## config.mk

```make
export PLATFORM = sky130hd
export DESIGN_NAME = usb_ps2_status_control_regs
export DESIGN_NICKNAME = d
export VERILOG_FILES = /design/src/usb_ps2_regs_pkg.sv /design/src/usb_ps2_status_control_regs.sv /design/src/bus_idle_timer.sv
export SDC_FILE = /design/constraint.sdc
export NUM_CORES = 1
export LEC_CHECK = 0
export BUFFER_PORTS_ARGS = -buffer_cell sky130_fd_sc_hd__buf_2
export CORE_MARGIN = 5
export CORE_UTILIZATION = 50
export CTS_CLUSTER_DIAMETER = 200
export DETAILED_ROUTE_END_ITERATION = 7
export PLACE_DENSITY = 0.78
export SYNTH_ARGS = -nofsm -noshare
export SYNTH_HDL_FRONTEND = slang
export SYNTH_SLANG_ARGS = --single-unit
```

## constraint.sdc

```tcl
create_clock -name i_sys_clk -period 4.15 [get_ports i_sys_clk]
set_clock_uncertainty 0.15 [all_clocks]
set_input_delay 0 -clock i_sys_clk [delete_from_list [all_inputs] [get_ports i_sys_clk]]
set_output_delay 0 -clock i_sys_clk [all_outputs]
set_load 0.02 [all_outputs]
```

## src/usb_ps2_regs_pkg.sv

```systemverilog
/*
 * Shared constants and carriers for the USB / PS2 status and control
 * register pair: register indices, bit positions, reset values, the
 * bus-idle timing and the packed structs used on the pin and engine sides.
 * Assumes a 200 MHz system clock and a 32-bit Avalon-MM register bus.
 */
`default_nettype none

package usb_ps2_regs_pkg;

   // ------------------------------------------------------------------
   // register indices (byte address is four times the index)
   // ------------------------------------------------------------------
   localparam logic [7:0] IDX_CONTROL_STATUS = 8'h1a;
   localparam logic [7:0] IDX_EP_EVENT_SELECT = 8'h1b;
   localparam logic [7:0] IDX_IRQ_STATUS = 8'h20;
   localparam logic [7:0] IDX_IRQ_MASK = 8'h21;

   // ------------------------------------------------------------------
   // control/status bit positions
   // ------------------------------------------------------------------
   localparam int CS_SUSPEND = 0;
   localparam int CS_REMOTE_WAKE = 1;
   localparam int CS_BUS_RESET = 2;
   localparam int CS_RESUME = 3;
   localparam int CS_KBD_DATA_IN = 4;
   localparam int CS_KBD_CLK_IN = 5;
   localparam int CS_KBD_DATA_DRIVE = 6;
   localparam int CS_KBD_CLK_DRIVE = 7;

   // ------------------------------------------------------------------
   // endpoint event/select bit positions
   // ------------------------------------------------------------------
   localparam int ES_CTRL_EP = 0;
   localparam int ES_INTR_EP = 1;
   localparam int ES_LEGACY_SEL = 4;
   localparam int ES_SERIAL_SEL = 5;
   localparam int ES_MODE_MARKER = 7;

   // ------------------------------------------------------------------
   // interrupt status/mask layout and reset values
   // ------------------------------------------------------------------
   localparam int IRQ_W = 5;
   localparam int IRQ_CTRL_EP = 0;
   localparam int IRQ_INTR_EP = 1;
   localparam int IRQ_BUS_RESET = 2;
   localparam int IRQ_RESUME = 3;
   localparam int IRQ_SUSPEND = 4;
   localparam logic [4:0] IRQ_MASK_RESET = 5'h1f;
   localparam logic KBD_DRIVE_RESET = 1'b1;

   // ------------------------------------------------------------------
   // bus idle timing before suspend
   // ------------------------------------------------------------------
   localparam int SYS_CLK_MHZ = 200;
   localparam int SUSPEND_IDLE_MS = 3;
   localparam int IDLE_CYCLES_DEF = SUSPEND_IDLE_MS * SYS_CLK_MHZ * 1000;
   localparam int IDLE_CNT_W = 24;

   // ------------------------------------------------------------------
   // carriers
   // ------------------------------------------------------------------
   typedef struct packed {
      logic minus_line;
      logic plus_line;
   } line_pins_s;

   typedef struct packed {
      logic minus_out;
      logic minus_oe;
      logic plus_out;
      logic plus_oe;
   } pin_drive_s;

   typedef struct packed {
      logic [1:0] ep_access;
      logic bus_reset;
      logic resume_signal;
   } sie_events_s;

endpackage

`default_nettype wire

```

## src/usb_ps2_status_control_regs.sv

```systemverilog
/*
 * USB / PS2 status and control register pair with its interrupt status,
 * mask and the shared minus/plus pin multiplexer.
 * Assumes an Avalon-MM master on i_sys_clk, a serial interface engine on
 * the same clock, and pins that arrive asynchronously.
 */
// Chosen here: register access over Avalon-MM.
`timescale 1ns/10ps
`default_nettype none

// Function
// - Bit 0 of the control/status register reads 1 while the link is suspended.
// - Writing 1 to bit 1 sends a remote wake-up pulse; the bit reads 0.
// - Bit 2 is set on a detected bus reset, is read/write and resets to 0.
// - Bit 3 is set on a host resume and is read-only, reset 0.
// - Write-only bits 6 and 7 drive the data and clock pins in PS2 mode, reset 1.
// - A host endpoint access sets its flag and raises the interrupt if enabled and stack not full.
// - The control endpoint flag stays set until firmware clears it, holding the next event off.
// - The interrupt endpoint flag is set on an endpoint 1 event and cleared by firmware.
// - Bit 4 of the endpoint register selects PS2 operation, reset 0.
// - Bit 5 of the endpoint register selects USB operation, reset 0.
// - Bit 7 of the endpoint register is a read/write firmware marker, reset 0.
// - PS2 alone maps minus to data and plus to clock; USB alone lets the engine drive.
// - The data and clock input bits show the pin level gated by the output bit.
// - After more than 3 ms of bus idle in USB mode the device enters suspend and interrupts.
module usb_ps2_status_control_regs
   import usb_ps2_regs_pkg::*;
#(
   parameter int unsigned IDLE_CYCLES = IDLE_CYCLES_DEF
)
(
   input wire logic i_sys_clk,
   input wire logic i_rst,
   input wire logic [7:0] i_avs_address,
   input wire logic i_avs_read,
   input wire logic i_avs_write,
   input wire logic [31:0] i_avs_writedata,
   input wire logic [3:0] i_avs_byteenable,
   output logic [31:0] o_avs_readdata,
   output logic o_avs_waitrequest,
   input wire sie_events_s i_sie_events,
   input wire pin_drive_s i_sie_drive,
   input wire line_pins_s i_pins,
   output pin_drive_s o_pins,
   input wire logic i_usb_int_enable,
   input wire logic i_stack_full,
   output logic o_usb_irq,
   output logic o_remote_wake_pulse,
   output logic [1:0] o_ep_busy
);

   // -------------------------------------------------------------------
   // types, helpers and state
   // -------------------------------------------------------------------
   typedef enum logic {BUS_IDLE, BUS_ACK} bus_state_e;
   typedef enum logic [1:0] {MODE_NONE, MODE_LEGACY, MODE_USB} link_mode_e;

   // byte address match for a register index
   function automatic logic addr_is(input logic [7:0] addr,
                                    input logic [7:0] idx);
      addr_is = addr == {idx[5:0], 2'b00};
   endfunction

   bus_state_e bus_state;
   link_mode_e link_mode;
   line_pins_s pin_meta, pin_sync, pin_prev;
   logic bus_req, wr_fire, wr_cs, wr_es, wr_st, wr_mask, line_activity;
   logic [7:0] wdata, control_status, ep_event_select;
   logic bus_reset_event, resume_indication, resume_rise;
   logic kbd_data_drive, kbd_clk_drive, kbd_data_in, kbd_clk_in;
   logic ctrl_ep_request, intr_ep_request, usb_mode_marker;
   logic legacy_port_select, serial_bus_select, suspend, suspend_change;
   logic [IRQ_W-1:0] irq_status, irq_mask, irq_events, next_irq_status;
   logic [31:0] next_readdata;

   // -------------------------------------------------------------------
   // avalon slave handshake
   // -------------------------------------------------------------------
   assign bus_req = i_avs_read || i_avs_write;

   // one wait cycle: read data is captured as waitrequest drops
   always_ff @(posedge i_sys_clk or posedge i_rst)
   begin
      if (i_rst)
      begin
         bus_state <= BUS_IDLE;
         o_avs_waitrequest <= 1'b1;
      end
      else
      begin
         o_avs_waitrequest <= !(bus_state == BUS_IDLE && bus_req);
         unique case (bus_state)
            BUS_IDLE:
               if (bus_req)
                  bus_state <= BUS_ACK;
            BUS_ACK:
               bus_state <= BUS_IDLE;
         endcase
      end
   end

   // writes take effect at the edge that sees waitrequest low
   assign wr_fire = bus_state == BUS_ACK && i_avs_write &&
                    i_avs_byteenable[0];
   assign wdata = i_avs_writedata[7:0];
   assign wr_cs = wr_fire && addr_is(i_avs_address, IDX_CONTROL_STATUS);
   assign wr_es = wr_fire && addr_is(i_avs_address, IDX_EP_EVENT_SELECT);
   assign wr_st = wr_fire && addr_is(i_avs_address, IDX_IRQ_STATUS);
   assign wr_mask = wr_fire && addr_is(i_avs_address, IDX_IRQ_MASK);

   // -------------------------------------------------------------------
   // pin synchronisers
   // -------------------------------------------------------------------
   // pins are asynchronous; only pin_sync and pin_prev feed any logic
   always_ff @(posedge i_sys_clk or posedge i_rst)
   begin
      if (i_rst)
      begin
         pin_meta <= '1; // lines idle high: no false edge after reset
         pin_sync <= '1;
         pin_prev <= '1;
      end
      else
      begin
         pin_meta <= i_pins;
         pin_sync <= pin_meta;
         pin_prev <= pin_sync;
      end
   end

   assign line_activity = pin_sync != pin_prev;

   // open-drain style read-back: a low drive masks the pin
   assign kbd_data_in = pin_sync.minus_line & kbd_data_drive;
   assign kbd_clk_in = pin_sync.plus_line & kbd_clk_drive;

   // -------------------------------------------------------------------
   // mode selection and suspend detection
   // -------------------------------------------------------------------
   // both bits set is treated like none: no driver wins the pins
   always_comb
   begin
      if (legacy_port_select && !serial_bus_select)
         link_mode = MODE_LEGACY;
      else if (serial_bus_select && !legacy_port_select)
         link_mode = MODE_USB;
      else
         link_mode = MODE_NONE;
   end

   bus_idle_timer #(.IDLE_CYCLES(IDLE_CYCLES)) idle_timer (
      .i_sys_clk(i_sys_clk), .i_rst(i_rst),
      .i_enable(link_mode == MODE_USB), .i_activity(line_activity),
      .i_resume_active(i_sie_events.resume_signal),
      .o_suspend(suspend), .o_change(suspend_change)
   );

   // -------------------------------------------------------------------
   // control/status register
   // -------------------------------------------------------------------
   // bus reset flag: hardware set beats a software clear
   always_ff @(posedge i_sys_clk or posedge i_rst)
   begin
      if (i_rst)
         bus_reset_event <= 1'b0;
      else if (i_sie_events.bus_reset)
         bus_reset_event <= 1'b1;
      else if (wr_cs)
         bus_reset_event <= wdata[CS_BUS_RESET];
   end

   // resume bit mirrors the host signalling; firmware must latch it
   always_ff @(posedge i_sys_clk or posedge i_rst)
   begin
      if (i_rst)
         resume_indication <= 1'b0;
      else
         resume_indication <= i_sie_events.resume_signal;
   end

   assign resume_rise = i_sie_events.resume_signal && !resume_indication;

   // write-only drive bits for the keyboard/mouse pins
   always_ff @(posedge i_sys_clk or posedge i_rst)
   begin
      if (i_rst)
      begin
         kbd_data_drive <= KBD_DRIVE_RESET;
         kbd_clk_drive <= KBD_DRIVE_RESET;
      end
      else if (wr_cs)
      begin
         kbd_data_drive <= wdata[CS_KBD_DATA_DRIVE];
         kbd_clk_drive <= wdata[CS_KBD_CLK_DRIVE];
      end
   end

   // remote wake-up is a single-cycle pulse to the engine
   always_ff @(posedge i_sys_clk or posedge i_rst)
   begin
      if (i_rst)
         o_remote_wake_pulse <= 1'b0;
      else
         o_remote_wake_pulse <= wr_cs && wdata[CS_REMOTE_WAKE];
   end

   // -------------------------------------------------------------------
   // endpoint event/select register
   // -------------------------------------------------------------------
   // endpoint flags: an access in the clearing cycle is kept
   always_ff @(posedge i_sys_clk or posedge i_rst)
   begin
      if (i_rst)
      begin
         ctrl_ep_request <= 1'b0;
         intr_ep_request <= 1'b0;
      end
      else
      begin
         if (i_sie_events.ep_access[0])
            ctrl_ep_request <= 1'b1;
         else if (wr_es)
            ctrl_ep_request <= wdata[ES_CTRL_EP];
         if (i_sie_events.ep_access[1])
            intr_ep_request <= 1'b1;
         else if (wr_es)
            intr_ep_request <= wdata[ES_INTR_EP];
      end
   end

   // engine must hold the next endpoint event while its flag is set
   always_ff @(posedge i_sys_clk or posedge i_rst)
   begin
      if (i_rst)
         o_ep_busy <= 2'h0;
      else
         o_ep_busy <= {intr_ep_request, ctrl_ep_request};
   end

   // select bits and firmware marker; reserved bits are not stored
   always_ff @(posedge i_sys_clk or posedge i_rst)
   begin
      if (i_rst)
      begin
         legacy_port_select <= 1'b0;
         serial_bus_select <= 1'b0;
         usb_mode_marker <= 1'b0;
      end
      else if (wr_es)
      begin
         legacy_port_select <= wdata[ES_LEGACY_SEL];
         serial_bus_select <= wdata[ES_SERIAL_SEL];
         usb_mode_marker <= wdata[ES_MODE_MARKER];
      end
   end

   // -------------------------------------------------------------------
   // interrupt status and mask
   // -------------------------------------------------------------------
   assign irq_events = {suspend_change, resume_rise, i_sie_events.bus_reset,
                        i_sie_events.ep_access};

   // write-one-to-clear, with a new event winning over the clear
   always_comb
   begin
      next_irq_status = irq_status;
      if (wr_st)
         next_irq_status = irq_status & ~wdata[IRQ_W-1:0];
      next_irq_status = next_irq_status | irq_events;
   end

   always_ff @(posedge i_sys_clk or posedge i_rst)
   begin
      if (i_rst)
         irq_status <= '0;
      else
         irq_status <= next_irq_status;
   end

   always_ff @(posedge i_sys_clk or posedge i_rst)
   begin
      if (i_rst)
         irq_mask <= IRQ_MASK_RESET;
      else if (wr_mask)
         irq_mask <= wdata[IRQ_W-1:0];
   end

   // level request; pending endpoint flags keep it up until cleared
   always_ff @(posedge i_sys_clk or posedge i_rst)
   begin
      if (i_rst)
         o_usb_irq <= 1'b0;
      else
         o_usb_irq <= i_usb_int_enable && !i_stack_full &&
                      ((|(irq_status & irq_mask)) ||
                       ctrl_ep_request || intr_ep_request);
   end

   // -------------------------------------------------------------------
   // shared pin drivers
   // -------------------------------------------------------------------
   // ps2 lines are open drain: a zero bit pulls the line low
   always_ff @(posedge i_sys_clk or posedge i_rst)
   begin
      if (i_rst)
         o_pins <= '0;
      else
         unique case (link_mode)
            MODE_LEGACY:
               o_pins <= {1'b0, !kbd_data_drive, 1'b0, !kbd_clk_drive};
            MODE_USB:
               o_pins <= i_sie_drive;
            default:
               o_pins <= '0;
         endcase
   end

   // -------------------------------------------------------------------
   // read path
   // -------------------------------------------------------------------
   // write-only and reserved bits read as zero
   always_comb
   begin
      control_status = 8'h00;
      control_status[CS_SUSPEND] = suspend;
      control_status[CS_BUS_RESET] = bus_reset_event;
      control_status[CS_RESUME] = resume_indication;
      control_status[CS_KBD_DATA_IN] = kbd_data_in;
      control_status[CS_KBD_CLK_IN] = kbd_clk_in;
      ep_event_select = 8'h00;
      ep_event_select[ES_CTRL_EP] = ctrl_ep_request;
      ep_event_select[ES_INTR_EP] = intr_ep_request;
      ep_event_select[ES_LEGACY_SEL] = legacy_port_select;
      ep_event_select[ES_SERIAL_SEL] = serial_bus_select;
      ep_event_select[ES_MODE_MARKER] = usb_mode_marker;
   end

   // unmapped addresses answer with zero
   always_comb
   begin
      next_readdata = 32'h0000_0000;
      if (addr_is(i_avs_address, IDX_CONTROL_STATUS))
         next_readdata[7:0] = control_status;
      else if (addr_is(i_avs_address, IDX_EP_EVENT_SELECT))
         next_readdata[7:0] = ep_event_select;
      else if (addr_is(i_avs_address, IDX_IRQ_STATUS))
         next_readdata[IRQ_W-1:0] = irq_status;
      else if (addr_is(i_avs_address, IDX_IRQ_MASK))
         next_readdata[IRQ_W-1:0] = irq_mask;
   end

   // captured on the edge that drops waitrequest, held through the ack
   always_ff @(posedge i_sys_clk or posedge i_rst)
   begin
      if (i_rst)
         o_avs_readdata <= 32'h0000_0000;
      else if (bus_state == BUS_IDLE && i_avs_read)
         o_avs_readdata <= next_readdata;
   end

endmodule

`default_nettype wire

```

## src/bus_idle_timer.sv

```systemverilog
/*
 * Bus idle timer: counts system clocks without line activity and holds
 * the suspend level once the idle time has passed.
 * Assumes activity and resume come from logic on the same clock.
 */
`timescale 1ns/10ps
`default_nettype none

module bus_idle_timer
   import usb_ps2_regs_pkg::*;
#(
   parameter int unsigned IDLE_CYCLES = IDLE_CYCLES_DEF
)
(
   input wire logic i_sys_clk,
   input wire logic i_rst,
   input wire logic i_enable,
   input wire logic i_activity,
   input wire logic i_resume_active,
   output logic o_suspend,
   output logic o_change
);

   localparam logic [IDLE_CNT_W-1:0] LIMIT = IDLE_CNT_W'(IDLE_CYCLES);

   logic [IDLE_CNT_W-1:0] idle_count;
   logic next_suspend;

   // idle counter restarts on every line change
   always_ff @(posedge i_sys_clk or posedge i_rst)
   begin
      if (i_rst)
         idle_count <= '0;
      else if (!i_enable || i_activity)
         idle_count <= '0;
      else if (idle_count != LIMIT)
         idle_count <= idle_count + 1'b1;
   end

   // suspend stays up through resume signalling, drops after it
   always_comb
   begin
      next_suspend = o_suspend;
      if (!i_enable)
         next_suspend = 1'b0;
      else if (idle_count == LIMIT && !i_activity)
         next_suspend = 1'b1;
      else if (i_activity && !i_resume_active)
         next_suspend = 1'b0;
   end

   always_ff @(posedge i_sys_clk or posedge i_rst)
   begin
      if (i_rst)
      begin
         o_suspend <= 1'b0;
         o_change <= 1'b0;
      end
      else
      begin
         o_suspend <= next_suspend;
         o_change <= next_suspend != o_suspend;
      end
   end

endmodule

`default_nettype wire

```

==> Word-level counts from Yosys, hierarchy flattened <==
Index checks and enable logic that the tools add are counted.
{ "word_totals": {"ff_bits": 69, "out_inout_bits": 41, "word_cells": 105} }
{ "classes": {"add_sub_neg": 1, "n_eq_ne": 10, "muxes": 22, "n_bitwise": 7, "reduce_logical": 35} }
{ "op_table": {"columns": ["operator", "count"], "rows": [
  ["24-bit two-way mux", 2],
  ["24-bit by 1-bit adder with 24-bit output (second input constant)", 1],
  ["24-bit by 20-bit equality test with 1-bit output (second input constant)", 1],
  ["24-bit by 20-bit inequality test with 1-bit output (second input constant)", 1],
  ["5-bit two-way mux", 4],
  ["8-bit by 7-bit equality test with 1-bit output (second input constant)", 2],
  ["8-bit equality test (second input constant)", 2],
  ["1-bit logical AND", 16],
  ["5-bit bitwise AND", 2],
  ["1-bit logical NOT", 10],
  ["1-bit two-way mux", 10],
  ["8-bit two-way mux", 1],
  ["4-bit case mux with 2 select lines", 1],
  ["2-bit nonzero test", 4],
  ["5-bit inverter", 1],
  ["5-bit OR", 1],
  ["5-bit OR reduction", 1],
  ["1-bit logical OR", 4],
  ["2-bit two-way mux", 2],
  ["3-bit two-way mux", 1],
  ["1-bit bitwise AND", 2],
  ["2-bit by 1-bit equality test with 1-bit output (second input constant)", 1],
  ["2-bit equality test (second input constant)", 1],
  ["2-bit inequality test", 1],
  ["other kinds (3)", 3]
]} }

==> Longest topological paths before layout <==
{ "logic_depth": {"depth_word": 8, "mapped_depth": 6} }

==> By module <==
Synthesis repeated with hierarchy kept, for this count alone.
{ "hier_totals": {"cells_unflattened": 327, "hier_area_um2": 3394.5} }
{ "modules_own_cells": {"columns": ["mod", "instances", "cells_each", "area_each_um2", "seq_area_each_um2"], "rows": [
  ["usb_ps2_status_control_regs", 1, 177, 1983.2, 1068.5],
  ["bus_idle_timer", 1, 150, 1411.4, 650.6]
]} }

==> Worst setup path before layout <==
OpenSTA, ideal clock, no wires.
{ "synth_path": {"kind": "flip-flop to flip-flop", "start": "register idle_timer.idle_count[0]", "end": "register idle_timer.idle_count[22]", "setup_time_ns": 0.078, "t_arrival_ns": 1.939, "required_ns": 3.922, "path_slack_ns": 1.983, "stages_incl_launch_ff": 7, "path_buffers": 1, "cell_sequence": "dfrtp_1 ha_1 nand2_1 or4_4 buf_6 or4_1 a21oi_1"} }
{ "synth_between": {"elab_chain_len": 3, "elab_cells_between_ends": 5, "classes_between": "add/sub (1); eq/ne (1); mux (2); reduce/logical (1)"} }
{ "synth_lines": {"columns": ["element", "line_no", "rtl"], "rows": [
  ["start, declared", "bus_idle_timer.sv:26", "logic [IDLE_CNT_W-1:0] idle_count;"],
  ["start signal, assigned", "bus_idle_timer.sv:37", "idle_count <= idle_count + 1'b1;"],
  ["24-bit by 1-bit adder with 24-bit output", "bus_idle_timer.sv:37", null],
  ["24-bit two-way mux", "bus_idle_timer.sv:36", "else if (idle_count != LIMIT)"],
  ["24-bit two-way mux", "bus_idle_timer.sv:34", "else if (!i_enable || i_activity)"]
]} }
Parallel ways exist; a longest one is shown, timed or not. The select of a mux whose other input is x is not followed.
A chain may end at the register's enable or synchronous reset.

==> Worst setup path in the final report <==
{ "layout_path": {"start": "register bus_state", "end": "register o_avs_readdata[1]"} }
{ "layout_between": {"elab_chain_len": 2} }
{ "layout_lines": {"columns": ["element", "line_no", "rtl"], "rows": [
  ["start, declared", "usb_ps2_status_control_regs.sv:64", "bus_state_e bus_state;"],
  ["start signal, assigned", "usb_ps2_status_control_regs.sv:86", "bus_state <= BUS_IDLE;"],
  ["start signal, assigned", "usb_ps2_status_control_regs.sv:95", "bus_state <= BUS_ACK;"],
  ["start signal, assigned", "usb_ps2_status_control_regs.sv:97", "bus_state <= BUS_IDLE;"],
  ["1-bit inverter", null, null],
  ["1-bit logical AND", "usb_ps2_status_control_regs.sv:357", "else if (bus_state == BUS_IDLE && i_avs_read)"],
  ["end signal, assigned", "usb_ps2_status_control_regs.sv:358", "o_avs_readdata <= next_readdata;"],
  ["end, declared", "usb_ps2_status_control_regs.sv:39", "output logic [31:0] o_avs_readdata,"]
]} }
No other way between the ends.

==> impl_metrics.yaml <==
run:
  maxCapViolCount: 0
critical_path:
  crit_family: "buffers and inverters"
  critPathCaptureType: "register"
  cp_num_buf_inv: 2
  crit_chain: "or4b_2 -> dlygate4sd3_1 -> o41ai_1 -> dlygate4sd3_1"
  critical_path_depth: 4
  crit_type: "register to register"
  slowest_stage: "or4b_2"
  required_ns: 4.27
  max_stage_delay_ns: 0.64
  rr_endpoint: "o_avs_readdata[1]$_DFFE_PP0P_"
  arrival_ns: 2.90
  r2r_start: "bus_state$_DFF_PP0_"
  r2r_slack_ns: 1.37
  cp_max_fo: 5
  rr_worst_depth: 4
  crit_top_cell: "dlygate4sd3_1"
  critPathLaunchType: "register"
logic_synthesis:
  synth_fa_ha_area_share_pct: 1.470
  ys_seq_area_share_pct: 50.48
  ys_warn_count: 0
  synth_area_sq_um: 3406
  synth_edf_count: 0
  synth_top_family_by_area: "simple AND/OR/NAND/NOR gates"
  yosys_register_bits: 68
  syn_area_per_cell_sq_um: 10.26
  synth-main-ff-cell: "dfrtp_1"
  syn_inst: 332
  synth_compound_area_share_pct: 13.56
  async_reset_ff_share_pct: 100.0
  synth.distinct_cells: 49
  synth.area.mux_share_pct: 3.270
  synth-simple-area-share_pct: 19.54
  synthXorXnorAreaFrac_pct: 2.829
drt:
  dr_total_vias: 2816
  drt-pass1-iter-count: 4
  drcViolationCount: 0
  first_iter_violations: 134
  vias_per_cell: 5.666
  wire_per_inst_um: 15.88
  wl_um: 7892
  drtAntennaViolNets: 0
cts:
  cts_sinks: 68
  htreeDepth: 3
  post_cts_buffers: 0
  cts-root-buf: "clkbuf_8"
  ctsResizeCount: 0
  path_clk_slew_ns: 0.07
  clk_path_buf_depth: 2
  cts_tree: "done"
  numCtsBuffers: 9
  clk_latency_ns: 0.35
  postCtsHoldBufs: 34
layout:
  drive_above_1_share_pct: 22.30
  instances_no_fill: 497
  n_antenna_cell: 0
  utilization_pct: 61.81
  multi_input_area_sq_um: 1485
  fillers: 524
  area_growth_pct: 21.93
  regArea_sq_um: 1719
  nets: 476
die:
  die-area_sq_um: 8562
  die_h_um: 92.53
  dieWidth_um: 92.53
  rows: 30
  ios: 101
  coreArea_sq_um: 6719
  initial_core_util_pct: 50.69
global_route:
  antenna_found_initial: 0
  grt_pass1_wl_um: 13050
  grt-ovfl-total: 0
  grt_usage_pct: 19.03
  grt_pass1_vias: 2859
  grt_max_degree: 39
power:
  p_total_mw: 1.351
  max-vdd-ir-drop_v: 0.0002477
  p_seq_share_pct: 50.5
  p_int_mw: 1.031
  leakagePower_nw: 1.735
  p_sw_mw: 0.3203
  p_comb_share_pct: 8.2
  p_sw_share_pct: 23.70
  powerDensity_nw_per_um2: 325.4
  p_clk_share_pct: 41.3
hold_path:
  min_to: "legacy_port_select$_DFFE_PP0P_"
  hp-class: "input port to register"
  min_path_cells: 4
  min_from: "i_avs_byteenable[0]"
sta:
  fin_tns_setup_ns: 0
  rsz0062_at_grt: "no"
  maxSlewViolCount: 0
  fin_crit_ns: 2.776
  fmax_mhz: 360.2
  finalSetupViolCount: 0
  finalHoldViolCount: 0
  whs_ns: 0.02774
  slew_headroom_pct: 38.00
  worst_pin_slew_ns: 0.9274
  post-route-period-util_pct: 66.90
placed_design:
  place.port_buffers: 48
  hpwlAfterDp_um: 5162
  dp.cells: 447
  gp_congestion: 0.8926
outcome:
  outcome: "complete, no violations"
## state kept, by name, summed over array words and instances, names as in the netlist, 2 cells and up
register / flops
idle_timer.idle_count: 24
pin_sync: 2
pin_prev: 2
irq_mask: 5
irq_status: 5
pin_meta: 2
o_ep_busy: 2
o_pins: 4
o_avs_readdata: 7
## through the flow
step | setup WS (ns) | cell area, sq um
after detailed placement | 1.839 | 3608
after global routing | 1.309 | 4153
after floorplan | 1.983 | 3496
after global placement | 1.894 | 3608
after CTS | 1.379 | 4153
final | 1.374 | 4153
## per-layer routing
metal  vias to the layer above  wire (um)  GRT usage (%)
met3                        17        610          4.793
met2                       116       3768          31.06
met1                      1374       3337          23.90
li1                       1309          -              -
met4                         0        175          8.292
met5                         -          0              0
## how the worst max path moves through the flow
stage | start | end
after floorplan | idle_timer.idle_count[0]$_DFFE_PP0P_ | idle_timer.idle_count[22]$_DFFE_PP0P_
after global placement | idle_timer.idle_count[0]$_DFFE_PP0P_ | idle_timer.idle_count[22]$_DFFE_PP0P_
after detailed placement | legacy_port_select$_DFFE_PP0P_ | idle_timer.o_change$_DFF_PP0_
after CTS | bus_state$_DFF_PP0_ | o_avs_readdata[1]$_DFFE_PP0P_
after global routing | bus_state$_DFF_PP0_ | o_avs_readdata[1]$_DFFE_PP0P_
final | bus_state$_DFF_PP0_ | o_avs_readdata[1]$_DFFE_PP0P_
## power by group through the flow
stage | sequential (mW) | combinational, mW | clock [mW]
CTS | 0.683 | 0.110 | 0.567
global placement | 0.694 | 0.0875 | 0
floorplan | 0.697 | 0.0702 | 0
global route | 0.684 | 0.121 | 0.597
detailed placement | 0.695 | 0.0892 | 0
finish | 0.683 | 0.111 | 0.558
## cells in the mapped netlist (9+ instances only)
cell type  count  area (sq um)
dfstp_2       14         367.9
mux2_2         9         101.4
nor2_1        12         45.04
nand2_1       19         71.32
or4_1         13         97.59
buf_4         25         187.7
clkbuf_1      12         45.04
a21oi_1       20         100.1
dfrtp_1       54          1351
o21ai_0       13         65.06
o31ai_1       10         75.07
inv_1         13         48.80
nand3_1       21         105.1
## worst register-to-register path: stages, from the launching register on
cell           delay (ns)
dfrtp_1              0.40
or4b_2               0.65
dlygate4sd3_1        0.60
o41ai_1              0.33
dlygate4sd3_1        0.59
## cell usage in the layout (no fill, tap or decap), drive strengths merged, types with 7 or more instances in the layout
| master | n |
|---|---|
| a21oi | 20 |
| and2 | 7 |
| and3 | 7 |
| buf | 50 |
| clkbuf | 13 |
| conb | 25 |
| dfrtp | 54 |
| dfstp | 14 |
| dlygate4sd3 | 34 |
| inv | 13 |
| mux2 | 9 |
| nand2 | 19 |
| nand2b | 7 |
| nand3 | 22 |
| nor2 | 12 |
| o21ai | 13 |
| o31ai | 10 |
| or4 | 14 |
| xor2 | 7 |
## cell type report
class                           count  share of cell area (%)
Sequential cell                    68                   41.40
Multi-Input combinational cell    236                   35.76
Clock inverter                      3                   1.085
Clock buffer                       13                   3.826
Timing Repair Buffer               84                   14.34
Tap cell                           80                   2.410
Inverter                           13                   1.175
## logic make-up (layout without fill, tap and decap cells)
logic type	after synthesis	after routing
fa+ha+maj	4	4
xor+xnor	11	11
other cells	1	25
compound gates	70	70
mux	10	10
buf+inv	52	113
flops	68	68
simple gates	116	116
Note: power is estimated with default switching activity, not from simulation.
